### src/include/rtc_core_pkg.sv
// Shared constants and types for the clock/calendar core.
package rtc_core_pkg;

    // Register map, 16-bit byte addresses.
    localparam int unsigned    ADDR_W          = 16;
    localparam logic [15:0]    ALARM0_BASE     = 16'h0000;
    localparam logic [15:0]    ALARM1_BASE     = 16'h0008;
    localparam logic [15:0]    INT_CTRL_ADDR   = 16'h0011;
    localparam logic [15:0]    TIME_BASE       = 16'h0030;
    localparam logic [15:0]    STATUS_ADDR     = 16'h003F;

    // Byte index of each field inside the time block and inside each alarm block.
    localparam logic [2:0]     IDX_SEC         = 3'h0;
    localparam logic [2:0]     IDX_MIN         = 3'h1;
    localparam logic [2:0]     IDX_HOUR        = 3'h2;
    localparam logic [2:0]     IDX_DATE        = 3'h3;
    localparam logic [2:0]     IDX_MONTH       = 3'h4;
    localparam logic [2:0]     IDX_YEAR        = 3'h5;
    localparam logic [2:0]     IDX_DOW         = 3'h6;
    localparam logic [2:0]     IDX_HUND        = 3'h7;

    // Field positions.
    localparam int unsigned    HR_MIL_BIT      = 7;
    localparam int unsigned    HR_PM_BIT       = 5;
    localparam int unsigned    ALM_EN_BIT      = 7;
    localparam int unsigned    INT_IM_BIT      = 7;
    localparam int unsigned    INT_AL1E_BIT    = 6;
    localparam int unsigned    INT_AL0E_BIT    = 5;
    localparam int unsigned    INT_FO_LSB      = 3;
    localparam logic [7:0]     INT_WR_MASK     = 8'hF8;
    localparam int unsigned    SR_AL1_BIT      = 6;
    localparam int unsigned    SR_AL0_BIT      = 5;
    localparam int unsigned    SR_NVBUSY_BIT   = 3;
    localparam int unsigned    SR_RTCF_BIT     = 0;

    // Reset values.
    localparam logic [7:0]     INT_CTRL_RESET  = 8'h00;
    localparam logic [7:0]     HOUR_RESET      = 8'h80;
    localparam logic [7:0]     DATE_RESET      = 8'h01;
    localparam logic [7:0]     MONTH_RESET     = 8'h01;

    // Timing.
    localparam int unsigned    CORE_CLK_HZ            = 20_000_000;
    localparam int unsigned    XTAL_HZ                = 32768;
    localparam int unsigned    HALF_TICK_HZ           = 200;
    localparam int unsigned    NV_WRITE_CYCLE_TIME_MS = 10;
    localparam int unsigned    NV_WRITE_CYCLES        = NV_WRITE_CYCLE_TIME_MS * (CORE_CLK_HZ / 1000);
    localparam int unsigned    POWERUP_TO_READ_DELAY_MS  = 1;
    localparam int unsigned    POWERUP_TO_WRITE_DELAY_MS = 5;
    localparam int unsigned    NV_CNT_W               = 18;

    // Selection of the combined frequency or alarm output.
    typedef enum logic [1:0] {
        FO_ALARM = 2'h0,
        FO_32K   = 2'h1,
        FO_100HZ = 2'h2,
        FO_1HZ   = 2'h3
    } fo_mode_t;

endpackage

### src/core/rtc_calendar_alarm_core.sv
// Clock/calendar core with two alarms, a combined output and a plain register port.
//
// Design decisions made here: the register offsets and strobed register access.
`timescale 1ns/1ps

module rtc_calendar_alarm_core
    import rtc_core_pkg::*;
#(
    parameter int unsigned NV_CYCLES = NV_WRITE_CYCLES
) (
    input  wire logic              core_clk,
    input  wire logic              resetn,
    input  wire logic              xtal_in,
    input  wire logic [ADDR_W-1:0] addr,
    input  wire logic [7:0]        wdata,
    input  wire logic              wr,
    input  wire logic              rd,
    output logic      [7:0]        rdata,
    output logic                   freq_or_alarm_out
);

    typedef struct packed {
        logic [2:0]                xs;
        logic                      xl;
        logic [15:0]               acc;
        logic                      half;
        logic                      halted;
        logic                      rtcf;
        logic [7:0][7:0]           tm;
        logic [7:0][7:0]           hold;
        logic [1:0][7:0][7:0]      alm;
        logic [7:0]                int_ctrl;
        logic [1:0]                al;
        logic [1:0]                armed;
        logic [NV_CNT_W-1:0]       nv_cnt;
        logic                      seq;
        logic [2:0]                last_idx;
        logic [7:0]                rdata;
        logic                      out;
    } state_t;

    state_t st;
    state_t next_st;

    function automatic logic [7:0] bcd_inc(input logic [7:0] v, input logic [7:0] lo, input logic [7:0] hi);
        logic [7:0] r;
        if (v == hi) begin
            r = lo;
        end else if (v[3:0] == 4'h9) begin
            r = {4'(v[7:4] + 4'h1), 4'h0};
        end else begin
            r = 8'(v + 8'h01);
        end
        return r;
    endfunction

    // Years divisible by four in BCD: even tens with 0/4/8, odd tens with 2/6.
    function automatic logic is_leap(input logic [7:0] yr);
        logic l;
        if (!yr[4]) begin
            l = (yr[3:0] == 4'h0) || (yr[3:0] == 4'h4) || (yr[3:0] == 4'h8);
        end else begin
            l = (yr[3:0] == 4'h2) || (yr[3:0] == 4'h6);
        end
        return l;
    endfunction

    function automatic logic [7:0] last_date(input logic [7:0] mo, input logic [7:0] yr);
        logic [7:0] d;
        unique case (mo)
            8'h02: d = is_leap(yr) ? 8'h29 : 8'h28;
            8'h04, 8'h06, 8'h09, 8'h11: d = 8'h30;
            default: d = 8'h31;
        endcase
        return d;
    endfunction

    // Returns the day carry in bit 8 and the new hour byte below it.
    function automatic logic [8:0] hour_inc(input logic [7:0] hr);
        logic [8:0] r;
        r = {1'b0, hr};
        if (hr[HR_MIL_BIT]) begin
            if (hr[5:0] == 6'h23) begin
                r = {1'b1, hr[7:6], 6'h00};
            end else begin
                r[7:0] = {hr[7:6], 6'(bcd_inc({2'h0, hr[5:0]}, 8'h00, 8'h23))};
            end
        end else if (hr[4:0] == 5'h12) begin
            r[4:0] = 5'h01;
        end else if (hr[4:0] == 5'h11) begin
            r[4:0] = 5'h12;
            r[HR_PM_BIT] = ~hr[HR_PM_BIT];
            r[8] = hr[HR_PM_BIT];
        end else begin
            r[4:0] = 5'(bcd_inc({3'h0, hr[4:0]}, 8'h01, 8'h12));
        end
        return r;
    endfunction

    always_comb begin
        logic        rise;
        logic        adv;
        logic [16:0] sum;
        logic        c_sec;
        logic        c_min;
        logic        c_hr;
        logic        c_day;
        logic        c_mo;
        logic [8:0]  hr_n;
        logic [1:0]  fire;
        logic        ok;
        logic        any_en;
        logic [2:0]  idx;
        logic        t_sel;
        logic        a_sel;
        logic        i_sel;
        logic        s_sel;
        logic        nv_free;
        logic        snap;
        logic [1:0]  al_irq;
        next_st = st;
        rise    = 1'b0;
        adv     = 1'b0;
        sum     = 17'h00000;
        c_sec   = 1'b0;
        c_min   = 1'b0;
        c_hr    = 1'b0;
        c_day   = 1'b0;
        c_mo    = 1'b0;
        hr_n    = 9'h000;
        fire    = 2'h0;
        ok      = 1'b0;
        any_en  = 1'b0;
        idx     = addr[2:0];
        t_sel   = (addr[15:3] == TIME_BASE[15:3]);
        a_sel   = (addr[15:4] == ALARM0_BASE[15:4]);
        i_sel   = (addr == INT_CTRL_ADDR);
        s_sel   = (addr == STATUS_ADDR);
        nv_free = (st.nv_cnt == '0);
        snap    = 1'b0;
        al_irq  = 2'h0;

        // Crystal level: three stages, a change counts once stages two and three agree.
        next_st.xs = {st.xs[1:0], xtal_in};
        if (st.xs[1] == st.xs[2]) begin
            next_st.xl = st.xs[2];
        end
        rise = st.xs[2] & st.xs[1] & ~st.xl;

        // Fractional divider: 32768 is no multiple of 200, so the error is spread over each 4096 crystal rises, an eighth of a second.
        sum = 17'({1'b0, st.acc} + 17'(HALF_TICK_HZ));
        if (!st.halted && rise) begin
            if (sum >= 17'(XTAL_HZ)) begin
                next_st.acc  = 16'(sum - 17'(XTAL_HZ));
                next_st.half = ~st.half;
                adv          = st.half;
            end else begin
                next_st.acc = sum[15:0];
            end
        end

        if (adv) begin
            c_sec = (st.tm[IDX_HUND] == 8'h99);
            next_st.tm[IDX_HUND] = bcd_inc(st.tm[IDX_HUND], 8'h00, 8'h99);
        end
        if (c_sec) begin
            c_min = (st.tm[IDX_SEC] == 8'h59);
            next_st.tm[IDX_SEC] = bcd_inc(st.tm[IDX_SEC], 8'h00, 8'h59);
        end
        if (c_min) begin
            next_st.tm[IDX_MIN] = bcd_inc(st.tm[IDX_MIN], 8'h00, 8'h59);
            c_hr = (st.tm[IDX_MIN] == 8'h59);
        end
        if (c_hr) begin
            hr_n = hour_inc(st.tm[IDX_HOUR]);
            next_st.tm[IDX_HOUR] = hr_n[7:0];
            c_day = hr_n[8];
        end
        if (c_day) begin
            next_st.tm[IDX_DOW] = (st.tm[IDX_DOW] == 8'h06) ? 8'h00 : 8'(st.tm[IDX_DOW] + 8'h01);
            c_mo = (st.tm[IDX_DATE] == last_date(st.tm[IDX_MONTH], st.tm[IDX_YEAR]));
            next_st.tm[IDX_DATE] = bcd_inc(st.tm[IDX_DATE], 8'h01,
                                           last_date(st.tm[IDX_MONTH], st.tm[IDX_YEAR]));
        end
        if (c_mo) begin
            next_st.tm[IDX_MONTH] = bcd_inc(st.tm[IDX_MONTH], 8'h01, 8'h12);
            if (st.tm[IDX_MONTH] == 8'h12) begin
                next_st.tm[IDX_YEAR] = bcd_inc(st.tm[IDX_YEAR], 8'h00, 8'h99);
            end
        end

        // Alarms compare against the live counters, never the read latch, so reads cannot disturb them.
        for (int a = 0; a < 2; a++) begin
            ok     = 1'b1;
            any_en = 1'b0;
            for (int k = 0; k < 8; k++) begin
                if (st.alm[a][k][ALM_EN_BIT]) begin
                    any_en = 1'b1;
                    ok     = ok & (st.alm[a][k][6:0] == next_st.tm[k][6:0]);
                end
            end
            fire[a] = c_sec & any_en & ok & st.armed[a];
            if (fire[a] && !st.int_ctrl[INT_IM_BIT]) begin
                next_st.armed[a] = 1'b0;
            end
        end

        if (!nv_free) begin
            next_st.nv_cnt = NV_CNT_W'(st.nv_cnt - 1'b1);
        end

        // The port takes a strobe on every clock edge with no wait state.
        if (wr) begin
            next_st.seq = 1'b0;
            if (t_sel) begin
                next_st.tm[idx] = wdata;
                if (idx != IDX_HUND) begin
                    next_st.tm[IDX_HUND] = 8'h00;
                end
                next_st.halted = 1'b0;
                next_st.rtcf   = 1'b0;
                next_st.acc    = 16'h0000;
                next_st.half   = 1'b0;
            end else if (a_sel && nv_free) begin
                next_st.alm[addr[3]][idx] = wdata;
                next_st.armed[addr[3]]    = 1'b1;
                next_st.nv_cnt            = NV_CNT_W'(NV_CYCLES);
            end else if (i_sel && nv_free) begin
                next_st.int_ctrl = wdata & INT_WR_MASK;
                next_st.armed    = 2'h3;
                next_st.nv_cnt   = NV_CNT_W'(NV_CYCLES);
            end else if (s_sel) begin
                next_st.al = st.al & {wdata[SR_AL1_BIT], wdata[SR_AL0_BIT]};
            end
        end
        // A match in the cycle of a clearing write still leaves its flag set.
        next_st.al = next_st.al | fire;

        next_st.rdata = 8'h00;
        if (rd) begin
            next_st.seq      = t_sel;
            next_st.last_idx = idx;
            if (t_sel) begin
                snap = !(st.seq && idx == 3'(st.last_idx + 3'h1));
                if (snap) begin
                    next_st.hold  = st.tm;
                    next_st.rdata = st.tm[idx];
                end else begin
                    next_st.rdata = st.hold[idx];
                end
            end else if (a_sel) begin
                next_st.rdata = st.alm[addr[3]][idx];
            end else if (i_sel) begin
                next_st.rdata = st.int_ctrl;
            end else if (s_sel) begin
                next_st.rdata[SR_AL1_BIT]    = st.al[1];
                next_st.rdata[SR_AL0_BIT]    = st.al[0];
                next_st.rdata[SR_NVBUSY_BIT] = !nv_free;
                next_st.rdata[SR_RTCF_BIT]   = st.rtcf;
            end
        end

        al_irq = st.al & {st.int_ctrl[INT_AL1E_BIT], st.int_ctrl[INT_AL0E_BIT]};
        unique case (fo_mode_t'(st.int_ctrl[INT_FO_LSB +: 2]))
            FO_ALARM: next_st.out = ~|al_irq;
            FO_32K:   next_st.out = st.xl;
            FO_100HZ: next_st.out = st.half;
            FO_1HZ:   next_st.out = (st.tm[IDX_HUND][7:4] < 4'h5);
        endcase
    end

    always_ff @(posedge core_clk or negedge resetn) begin
        if (!resetn) begin
            st                   <= '0;
            st.halted            <= 1'b1;
            st.rtcf              <= 1'b1;
            st.tm[IDX_HOUR]      <= HOUR_RESET;
            st.tm[IDX_DATE]      <= DATE_RESET;
            st.tm[IDX_MONTH]     <= MONTH_RESET;
            st.int_ctrl          <= INT_CTRL_RESET;
            st.armed             <= 2'h3;
            st.out               <= 1'b1;
        end else begin
            st <= next_st;
        end
    end

    assign rdata             = st.rdata;
    assign freq_or_alarm_out = st.out;

endmodule

### config.mk
export PLATFORM = sky130hd
export DESIGN_NAME = rtc_calendar_alarm_core
export DESIGN_NICKNAME = d
export VERILOG_FILES = /design/src/include/rtc_core_pkg.sv /design/src/core/rtc_calendar_alarm_core.sv
export SDC_FILE = /design/constraint.sdc
export NUM_CORES = 1
export LEC_CHECK = 0
export BUFFER_PORTS_ARGS = -buffer_cell sky130_fd_sc_hd__buf_4
export CORE_ASPECT_RATIO = 1.25
export CORE_MARGIN = 4
export CORE_UTILIZATION = 51
export CTS_CLUSTER_DIAMETER = 30
export DETAILED_ROUTE_END_ITERATION = 8
export PLACE_DENSITY = 0.69
export SYNTH_ARGS = -nofsm -noshare
export SYNTH_HDL_FRONTEND = slang
export SYNTH_SLANG_ARGS = --single-unit
### constraint.sdc
create_clock -name core_clk -period 5.5 [get_ports core_clk]
set_input_delay 0.825 -clock core_clk [delete_from_list [all_inputs] [get_ports core_clk]]
set_output_delay 0.825 -clock core_clk [all_outputs]
set_load 0.05 [all_outputs]
Word-level counts from Yosys, hierarchy flattened

Cells that the tools add are included.

Memory bits (writable): 0
Memories kept: 0
Register bits: 318
Output and inout bits: 9
Logic and storage cells: 305
Bits in latches: 0
Input bits: 29
ROM bits: 0

Div/mod/pow operators: 0
Multipliers: 0
Add/sub/neg operators: 21
Reductions and logical operators: 26
Magnitude comparators: 6
Eq/ne operators: 51
Multiplexer cells: 124
Shifts and indexed selects: 0
Bitwise logic cells: 32

Operator list:

| operator                                            | count |
|---|---|
| 2-to-1 mux 8 bit                                    | 29 |
| 2-to-1 mux 64 bit                                   | 3 |
| 2-to-1 mux 83 bit                                   | 2 |
| bitwise mux 128 bit                                 | 1 |
| equality test 7 bit                                 | 16 |
| binary-select mux 8 bit (select 3 bit)              | 3 |
| bitwise mux 64 bit                                  | 1 |
| demux 64 bit (select 1 bit)                         | 1 |
| 2-to-1 mux 1 bit                                    | 59 |
| adder 8 x 1 -> 8 bit, second input constant         | 7 |
| 2-to-1 mux 20 bit                                   | 2 |
| equality test 4 bit, second input constant          | 8 |
| 2-to-1 mux 16 bit                                   | 2 |
| adder 4 x 1 -> 4 bit, second input constant         | 6 |
| demux 8 bit (select 3 bit)                          | 1 |
| equality test 8 x 3 -> 1 bit, second input constant | 3 |
| 2-to-1 mux 23 bit                                   | 1 |
| AND 1 bit                                           | 22 |
| 2-to-1 mux 22 bit                                   | 1 |
| logical NOT 18 bit                                  | 1 |
| 2-to-1 mux 18 bit                                   | 1 |
| 2-to-1 mux 6 bit                                    | 3 |
| subtractor 18 x 1 -> 18 bit, second input constant  | 1 |
| adder 16 x 8 -> 17 bit, second input constant       | 1 |
| 52 further kinds                                    | 85 |

Longest topological paths before layout

Gate-level depths: netlist (run 1).

Depth in word-level cells: 35
Depth in mapped cells: 19
Depth with buffers taken out: 16

Worst setup path before layout (run 1)

OpenSTA, ideal clock, no wires.

Kind: reg-to-reg
Start point: reg st[305] (netlist name)
End point: reg st[32] (netlist name)
Slack: 1.208 ns
Required time: 5.412 ns
Arrival: 4.203 ns
Stages on the path, launching flop included: 18
Period minus slack after synthesis: 4.292 ns
Cells stage by stage: dfrtp_1 ha_1 a211o_1 nand4_1 mux2_2 ha_1 nor4bb_1 buf_2 nand3_1 clkbuf_1 a211oi_1 clkbuf_1 o21ai_0 a2111oi_0 nand4_1 a2111o_1 o41ai_2 o21ai_1

RTL lines:

| element                | line                           | source |
|---|---|---|
| from (decl)            | rtc_calendar_alarm_core.sv:42  | `state_t st;` |
| from (signal assigned) | rtc_calendar_alarm_core.sv:284 | `st <= next_st;` |

==> reports/results.txt, run 1 <==
outcome -> finished clean
startpoint class of the critical path -> flip-flop
Critical Path RT -> 6.02 ns
residual DRC count -> 0
placed cell count -> 2,408
Worst R2R Path Depth -> 17
DR iter-0 viols -> 1,835
port bufs -> 37
fmax -> 0.1955 GHz
number of diodes -> 0
final WL -> 70,370 microns
cts bufs inserted -> 73
Post-Synthesis Cells -> 1,954
# setup viols final -> 0
post-route setup slack -> 0.3838 ns
Avg WL per Cell -> 27.67 microns
setup tns final -> 0 ns
Top delay family on crit path -> compound AO/OA/AOI/OAI gates
CTS tree -> yes
syn_area_per_cell -> 10.01 sq um
worst reg2reg path endpoint -> st[31]$_DFF_PN1_
Synth cell types -> 85
top cells by count, synth -> dfrtp_1 (308), mux2_2 (226), nor2_1 (143)
CP cell instances -> ha_1 > a211o_1 > nand4_1 > mux2_2 > ha_1 > nor4bb_2 > buf_4 > o2111ai_2 > buf_4 > a211oi_1 > mux2i_1 > xnor2_1 > a211o_1 > o41ai_1 > nand4_1 > o21ai_0 > nand2_1
area leader, netlist -> dfrtp_1
Worst Tran Pin Value -> 1.160 ns
YS warnings -> 0
CP bufs+invs -> 2
initial antenna violation count -> 2
Layout fillers -> 3,100
core area -> 37,560 sq um
Skew-Pair Late Insertion Delay -> 0.60 ns
Via-to-Cell Ratio -> 6.777
largest net degree at the start of global routing -> 103
Post-CTS Resized -> 0
non-filler cells in the finished layout -> 2,543
clk slew on worst S/H paths -> 0.05 ns
starting density of the core -> 52.05%
I/O pins -> 38
pwr/cell area -> 322.1 nW/um^2
Synth top area share -> 39.42%
Layout Skew -> 0.02258 ns
dpl ws -> 0.5174 ns
Seq/Total Area, Yosys -> 40.36%
RSZ-0062 raised after global routing -> false
critical path peak fanout -> 9
CTS sink count -> 315
fin crit share -> 93.02%
R2R Path Start -> st[305]$_DFF_PN0_
Synth async-reset ratio -> 100.0%
multi-input logic area -> 10,960 sq um
DP Wirelength -> 49,950 microns
clk root buf -> clkbuf_16
endpoint type of the worst setup path -> flip-flop
mapped cell area -> 19,550 sq um
H-tree depth -> 3
gp weighted congestion -> 1.006
Vias -> 17,234
Hold Buf Count CTS -> 0
number of synthesized flops with an enable pin -> 0
first-pass GRT wire length -> 105,800 microns
Static Leak -> 10.08 nW
MaxCap Viol Count -> 0
critical path's largest stage delay -> 0.74 ns
Pins Over Slew Limit -> 0
critical path class -> reg -> reg
synth top area cells -> dfrtp_1 (39%), mux2_2 (13%), xor2_1 (3.3%)
hold slack -> 0.2651 ns
die width -> 183.1 microns
share of cells above drive strength 1 -> 24.99%
Critical Path AT -> 5.64 ns
total global routing track utilization -> 33.51%
Min-Delay Path Class -> in -> async
Die H -> 226.9 microns
Rel. slew slack -> 20.66%
Overflow after GRT -> 0
row count -> 79
Final Util -> 61.04%
r2r setup slk -> 0.38 ns
Hold Fails Final Rpt -> 0
Yosys reg bits -> 315
Initial DRT Pass Iterations -> 7
Detail Route Antenna Nets -> 0
ys flop type -> dfrtp_1
vias in the first global route -> 17,147
Slowest cell on crit path -> o41ai_1
Area growth syn-to-layout -> 17.28%
min Tclk post-route -> 5.116 ns
flip-flop and latch area -> 7891 sq um
Clock Path Buffers -> 3
Die ar. -> 41,550 sq um
maximum VDD drop -> 272.0 uV
most common cell in the synthesized netlist -> dfrtp_1
postcts setup bufs -> 0
Post-Syn Nets -> 2,013
nets -> 2,056
how the worst max path moves through the flow:
| stage | depth (start not counted) | end | slack, ns | start |
|---|---|---|---|---|
| 3_3_place_gp | 18 | st[31]$_DFF_PN1_ | 0.58 | st[305]$_DFF_PN0_ |
| 3_5_place_dp | 17 | st[32]$_DFF_PN1_ | 0.52 | st[305]$_DFF_PN0_ |
| 4_1_cts | 17 | st[31]$_DFF_PN1_ | 0.49 | st[305]$_DFF_PN0_ |
| 5_1_grt | 18 | st[31]$_DFF_PN1_ | 0.1 | st[310]$_DFF_PN0_ |
| 2_1_floorplan | 17 | st[32]$_DFF_PN1_ | 1.21 | st[305]$_DFF_PN0_ |
| 6_report | 17 | st[31]$_DFF_PN1_ | 0.38 | st[305]$_DFF_PN0_ |
layer usage:
layer	vias to the layer above	part of all wire (%)	track usage, %
met4	2	7.0	21.01
li1	7371	-	-
met2	941	47	54.62
met3	276	8.6	6.258
met5	-	0.023	0
met1	8644	37	41.22
worst reg2reg max path, cell delays in order (launching register included):
cell	delay, ns
dfrtp_1	0.40
ha_1	0.24
a211o_1	0.32
nand4_1	0.13
mux2_2	0.19
ha_1	0.19
nor4bb_2	0.29
buf_4	0.24
o2111ai_2	0.21
buf_4	0.27
a211oi_1	0.41
mux2i_1	0.50
xnor2_1	0.14
a211o_1	0.28
o41ai_1	0.74
nand4_1	0.23
o21ai_0	0.19
nand2_1	0.07
cell type report:
class / instances / share of cell area, %
Clock inverter: 37 / 1.997
Multi-Input combinational cell: 1459 / 47.79
Inverter: 45 / 0.7367
Sequential cell: 315 / 34.42
Tap cell: 486 / 2.652
Clock buffer: 98 / 8.950
Timing Repair Buffer: 103 / 3.460
logic make-up after synthesis:
| family | after synthesis | synth area share [%] |
|---|---|---|
| AO/OA/AOI/OAI | 418 | 14.57 |
| buffers and inverters | 180 | 3.680 |
| XOR/XNOR | 133 | 5.958 |
| adder cells (fa/ha/maj) | 30 | 1.920 |
| flip-flops | 315 | 40.36 |
| multiplexers | 296 | 18.27 |
| AND/OR/NAND/NOR | 582 | 15.24 |
layout by cell type, fill, tap and decap left out, drive strengths merged, types with 51 or more instances in the layout:
cell and n:
xnor2 60, dfrtp 308, nand2 135, mux2 226, buf 103, o21ai 70, clkbuf 98, o22ai 55
a21oi 96, nand3 51, nor2 143, xor2 73, inv 51
through the flow:
stage	power, mW	cell area, sq um
3_3_place_gp	2.981	20420
3_5_place_dp	2.994	20420
2_1_floorplan	2.769	19550
4_1_cts	7.409	22930
6_report	7.384	22930
5_1_grt	7.595	22930
where the power goes:
part | internal, mW | switching [mW]
Combinational | 0.181 | 0.307
Clock | 2.96 | 1.45
Sequential | 2.39 | 0.0960
flip-flops by register name, indices dropped and copies added, names as in the netlist:
register	cells
freq_or_alarm_out	1
st	304
next_st	2
rdata	8
(Power assumes the default switching activity.)
==> run 2: changes to the inputs <==
--- a/config.mk
+++ b/config.mk
@@ -5,7 +5,7 @@
 export SDC_FILE = /design/constraint.sdc
 export NUM_CORES = 1
 export LEC_CHECK = 0
-export BUFFER_PORTS_ARGS = -buffer_cell sky130_fd_sc_hd__buf_4
+export BUFFER_PORTS_ARGS = -buffer_cell sky130_fd_sc_hd__buf_2
 export CORE_ASPECT_RATIO = 1.25
 export CORE_MARGIN = 4
 export CORE_UTILIZATION = 51
==> reports/results.txt, run 2 (same netlist as run 1, synthesis figures left out) <==
outcome -> finished clean (unchanged)
most frequent cells in the layout -> dfrtp_1 (308), mux2_2 (226), nor2_1 (143), nand2_1 (135), a21oi_1 (96) (was dfrtp_1 (308), mux2_2 (226), nor2_1 (143), nand2_1 (135), buf_4 (101))
maximum VDD drop -> 249.3 uV (was 272.0 uV)
placed cell area -> 20,330 sq um (was 20,420 sq um)
Hold Buf Count CTS -> 0 (unchanged)
CP cell instances -> ha_1 > a211o_1 > nand4_1 > mux2_2 > ha_1 > nand4bb_1 > buf_4 > nor3_2 > o211ai_1 > a211oi_1 > nand4_1 > xnor2_1 > a211o_1 > o41ai_1 > nand4_1 > o21ai_0 > nand2_1 (was ha_1 > a211o_1 > nand4_1 > mux2_2 > ha_1 > nor4bb_2 > buf_4 > o2111ai_2 > buf_4 > a211oi_1 > mux2i_1 > xnor2_1 > a211o_1 > o41ai_1 > nand4_1 > o21ai_0 > nand2_1)
I/O pins -> 38 (unchanged)
starting density of the core -> 52.05% (unchanged)
Hold Fails Final Rpt -> 0 (unchanged)
non-filler cells in the finished layout -> 2,533 (was 2,543)
residual DRC count -> 0 (unchanged)
Initial DRT Pass Iterations -> 6 (was 7)
# setup viols final -> 0 (unchanged)
clk slew on worst S/H paths -> 0.05 ns (about the same)
gp weighted congestion -> 0.9849 (was 1.006)
max reg flops -> 304 (unchanged)
min Tclk post-route -> 5.176 ns (was 5.116 ns)
placed cell count -> 2,407 (was 2,408)
Min-Delay Path Class -> in -> async (unchanged)
Avg WL per Cell -> 27.55 microns (was 27.67 microns)
critical path peak fanout -> 8 (was 9)
dpl ws -> 0.4270 ns (was 0.5174 ns)
RSZ-0062 raised after global routing -> false (unchanged)
CTS tree -> yes (unchanged)
first-pass GRT wire length -> 105,700 microns (was 105,800 microns)
Post-CTS Resized -> 0 (unchanged)
most frequent CP cell -> nand4_1
Slowest cell on crit path -> a211oi_1 (was o41ai_1)
nets -> 2,051 (was 2,056)
MaxCap Viol Count -> 0 (unchanged)
Final Util -> 60.29% (was 61.04%)
Clock Path Buffers -> 3 (unchanged)
Critical Path AT -> 5.68 ns (was 5.64 ns)
fmax -> 0.1932 GHz (was 0.1955 GHz)
Via-to-Cell Ratio -> 6.722 (was 6.777)
final WL -> 69,780 microns (was 70,370 microns)
setup tns final -> 0 ns (unchanged)
most common cell after layout, fill and taps aside -> dfrtp_1 (unchanged)
Layout Skew -> 0.02387 ns (was 0.02258 ns)
CP startpoint -> st[305]$_DFF_PN0_ (unchanged)
Critical Path RT -> 6.01 ns (was 6.02 ns)
R2R Path Start -> st[305]$_DFF_PN0_ (unchanged)
largest net degree at the start of global routing -> 93 (was 103)
Overflow after GRT -> 0 (unchanged)
Top reg by flops -> st (unchanged)
vias in the first global route -> 16,826 (was 17,147)
DR iter-0 viols -> 1,733 (was 1,835)
post-route setup slack -> 0.3238 ns (was 0.3838 ns)
critical path's largest stage delay -> 0.74 ns (about the same)
port bufs -> 37 (unchanged)
total global routing track utilization -> 33.67% (was 33.51%)
postcts setup bufs -> 0 (unchanged)
endpoint type of the worst setup path -> flip-flop (unchanged)
core area -> 37,560 sq um (unchanged)
Detail Route Antenna Nets -> 0 (unchanged)
fin crit share -> 94.11% (was 93.02%)
cts bufs inserted -> 69 (was 73)
pwr/cell area -> 310.3 nW/um^2 (was 322.1 nW/um^2)
Overall Power -> 7.026 mW (was 7.384 mW)
Rel. slew slack -> 25.06% (was 20.66%)
startpoint class of the critical path -> flip-flop (unchanged)
CTS sink count -> 315 (unchanged)
Die H -> 226.9 microns (unchanged)
Area growth syn-to-layout -> 15.83% (was 17.28%)
Skew-Pair Late Insertion Delay -> 0.59 ns (was 0.60 ns)
DP Wirelength -> 50,200 microns (was 49,950 microns)
final instance area -> 22,640 sq um (was 22,930 sq um)
share of cells above drive strength 1 -> 24.73% (was 24.99%)
die width -> 183.1 microns (unchanged)
H-tree depth -> 3 (unchanged)
critical path class -> reg -> reg (unchanged)
row count -> 79 (unchanged)
Pins Over Slew Limit -> 0 (unchanged)
Vias -> 17,028 (was 17,234)
initial antenna violation count -> 1 (was 2)
Static Leak -> 9.969 nW (was 10.08 nW)
Worst Tran Pin Value -> 1.096 ns (was 1.160 ns)
clk root buf -> clkbuf_16 (unchanged)
Die ar. -> 41,550 sq um (unchanged)
hold slack -> 0.2166 ns (was 0.2651 ns)
run 2: cell count changes in the layout (fill, tap and decap cells not counted), moves of 2 or more:
cell       change
buf_2         +36
buf_4         -38
bufinv_16      -3
clkbuf_1       -3
clkbuf_16      -2
clkbuf_8       -2
clkinv_2       +3
clkinv_4       -3
run 2: power by group:
group,internal [mW],switching [mW]
clock network,2.70,1.36
registers,2.39,0.0914
logic,0.168,0.308
total,5.26,1.76
run 2: final cells by class:
cell class / count / area (sq um)
Timing Repair Buffer: 102 / 708.2
Multi-Input combinational cell: 1459 / 10960
Sequential cell: 315 / 7891
Clock buffer: 91 / 1963
Clock inverter: 34 / 345.3
Inverter: 45 / 168.9
Antenna cell: 1 / 2.502
Fill cell: 3137 / 14920
Tap cell: 486 / 608.1
run 2: final timing paths:
check | slack [ns] | end | depth (start not counted)
worst max-delay path | 0.32 | st[31]$_DFF_PN1_ | 17
worst min-delay path | 0.22 | st[212]$_DFFE_PN0P_ | 1
worst max register to register | 0.32 | st[31]$_DFF_PN1_ | 17
worst min register to register | 0.40 | next_st[321]$_DFF_PN0_ | 0
max in group asynchronous | 4.02 | st[140]$_DFFE_PN0P_ | 2
min in group core_clk | 0.37 | next_st[320]$_DFF_PN0_ | 1
run 2: per-layer routing:
layer	wire, microns	global-route usage [%]	part of all wire, %
met1	26390	41.93	38
met2	32640	54.37	47
met3	5942	6.274	8.5
met4	4809	20.96	6.9
met5	0	0	0
run 2: critical path, delay by kind of cell, from the launching register on:
kind            cells  cell delay (ns)
compound gates      6             2.54
simple gates        6             1.12
fa+ha+maj           2             0.41
flops               1             0.40
buf+inv             1             0.21
xor+xnor            1             0.21
mux                 1             0.19
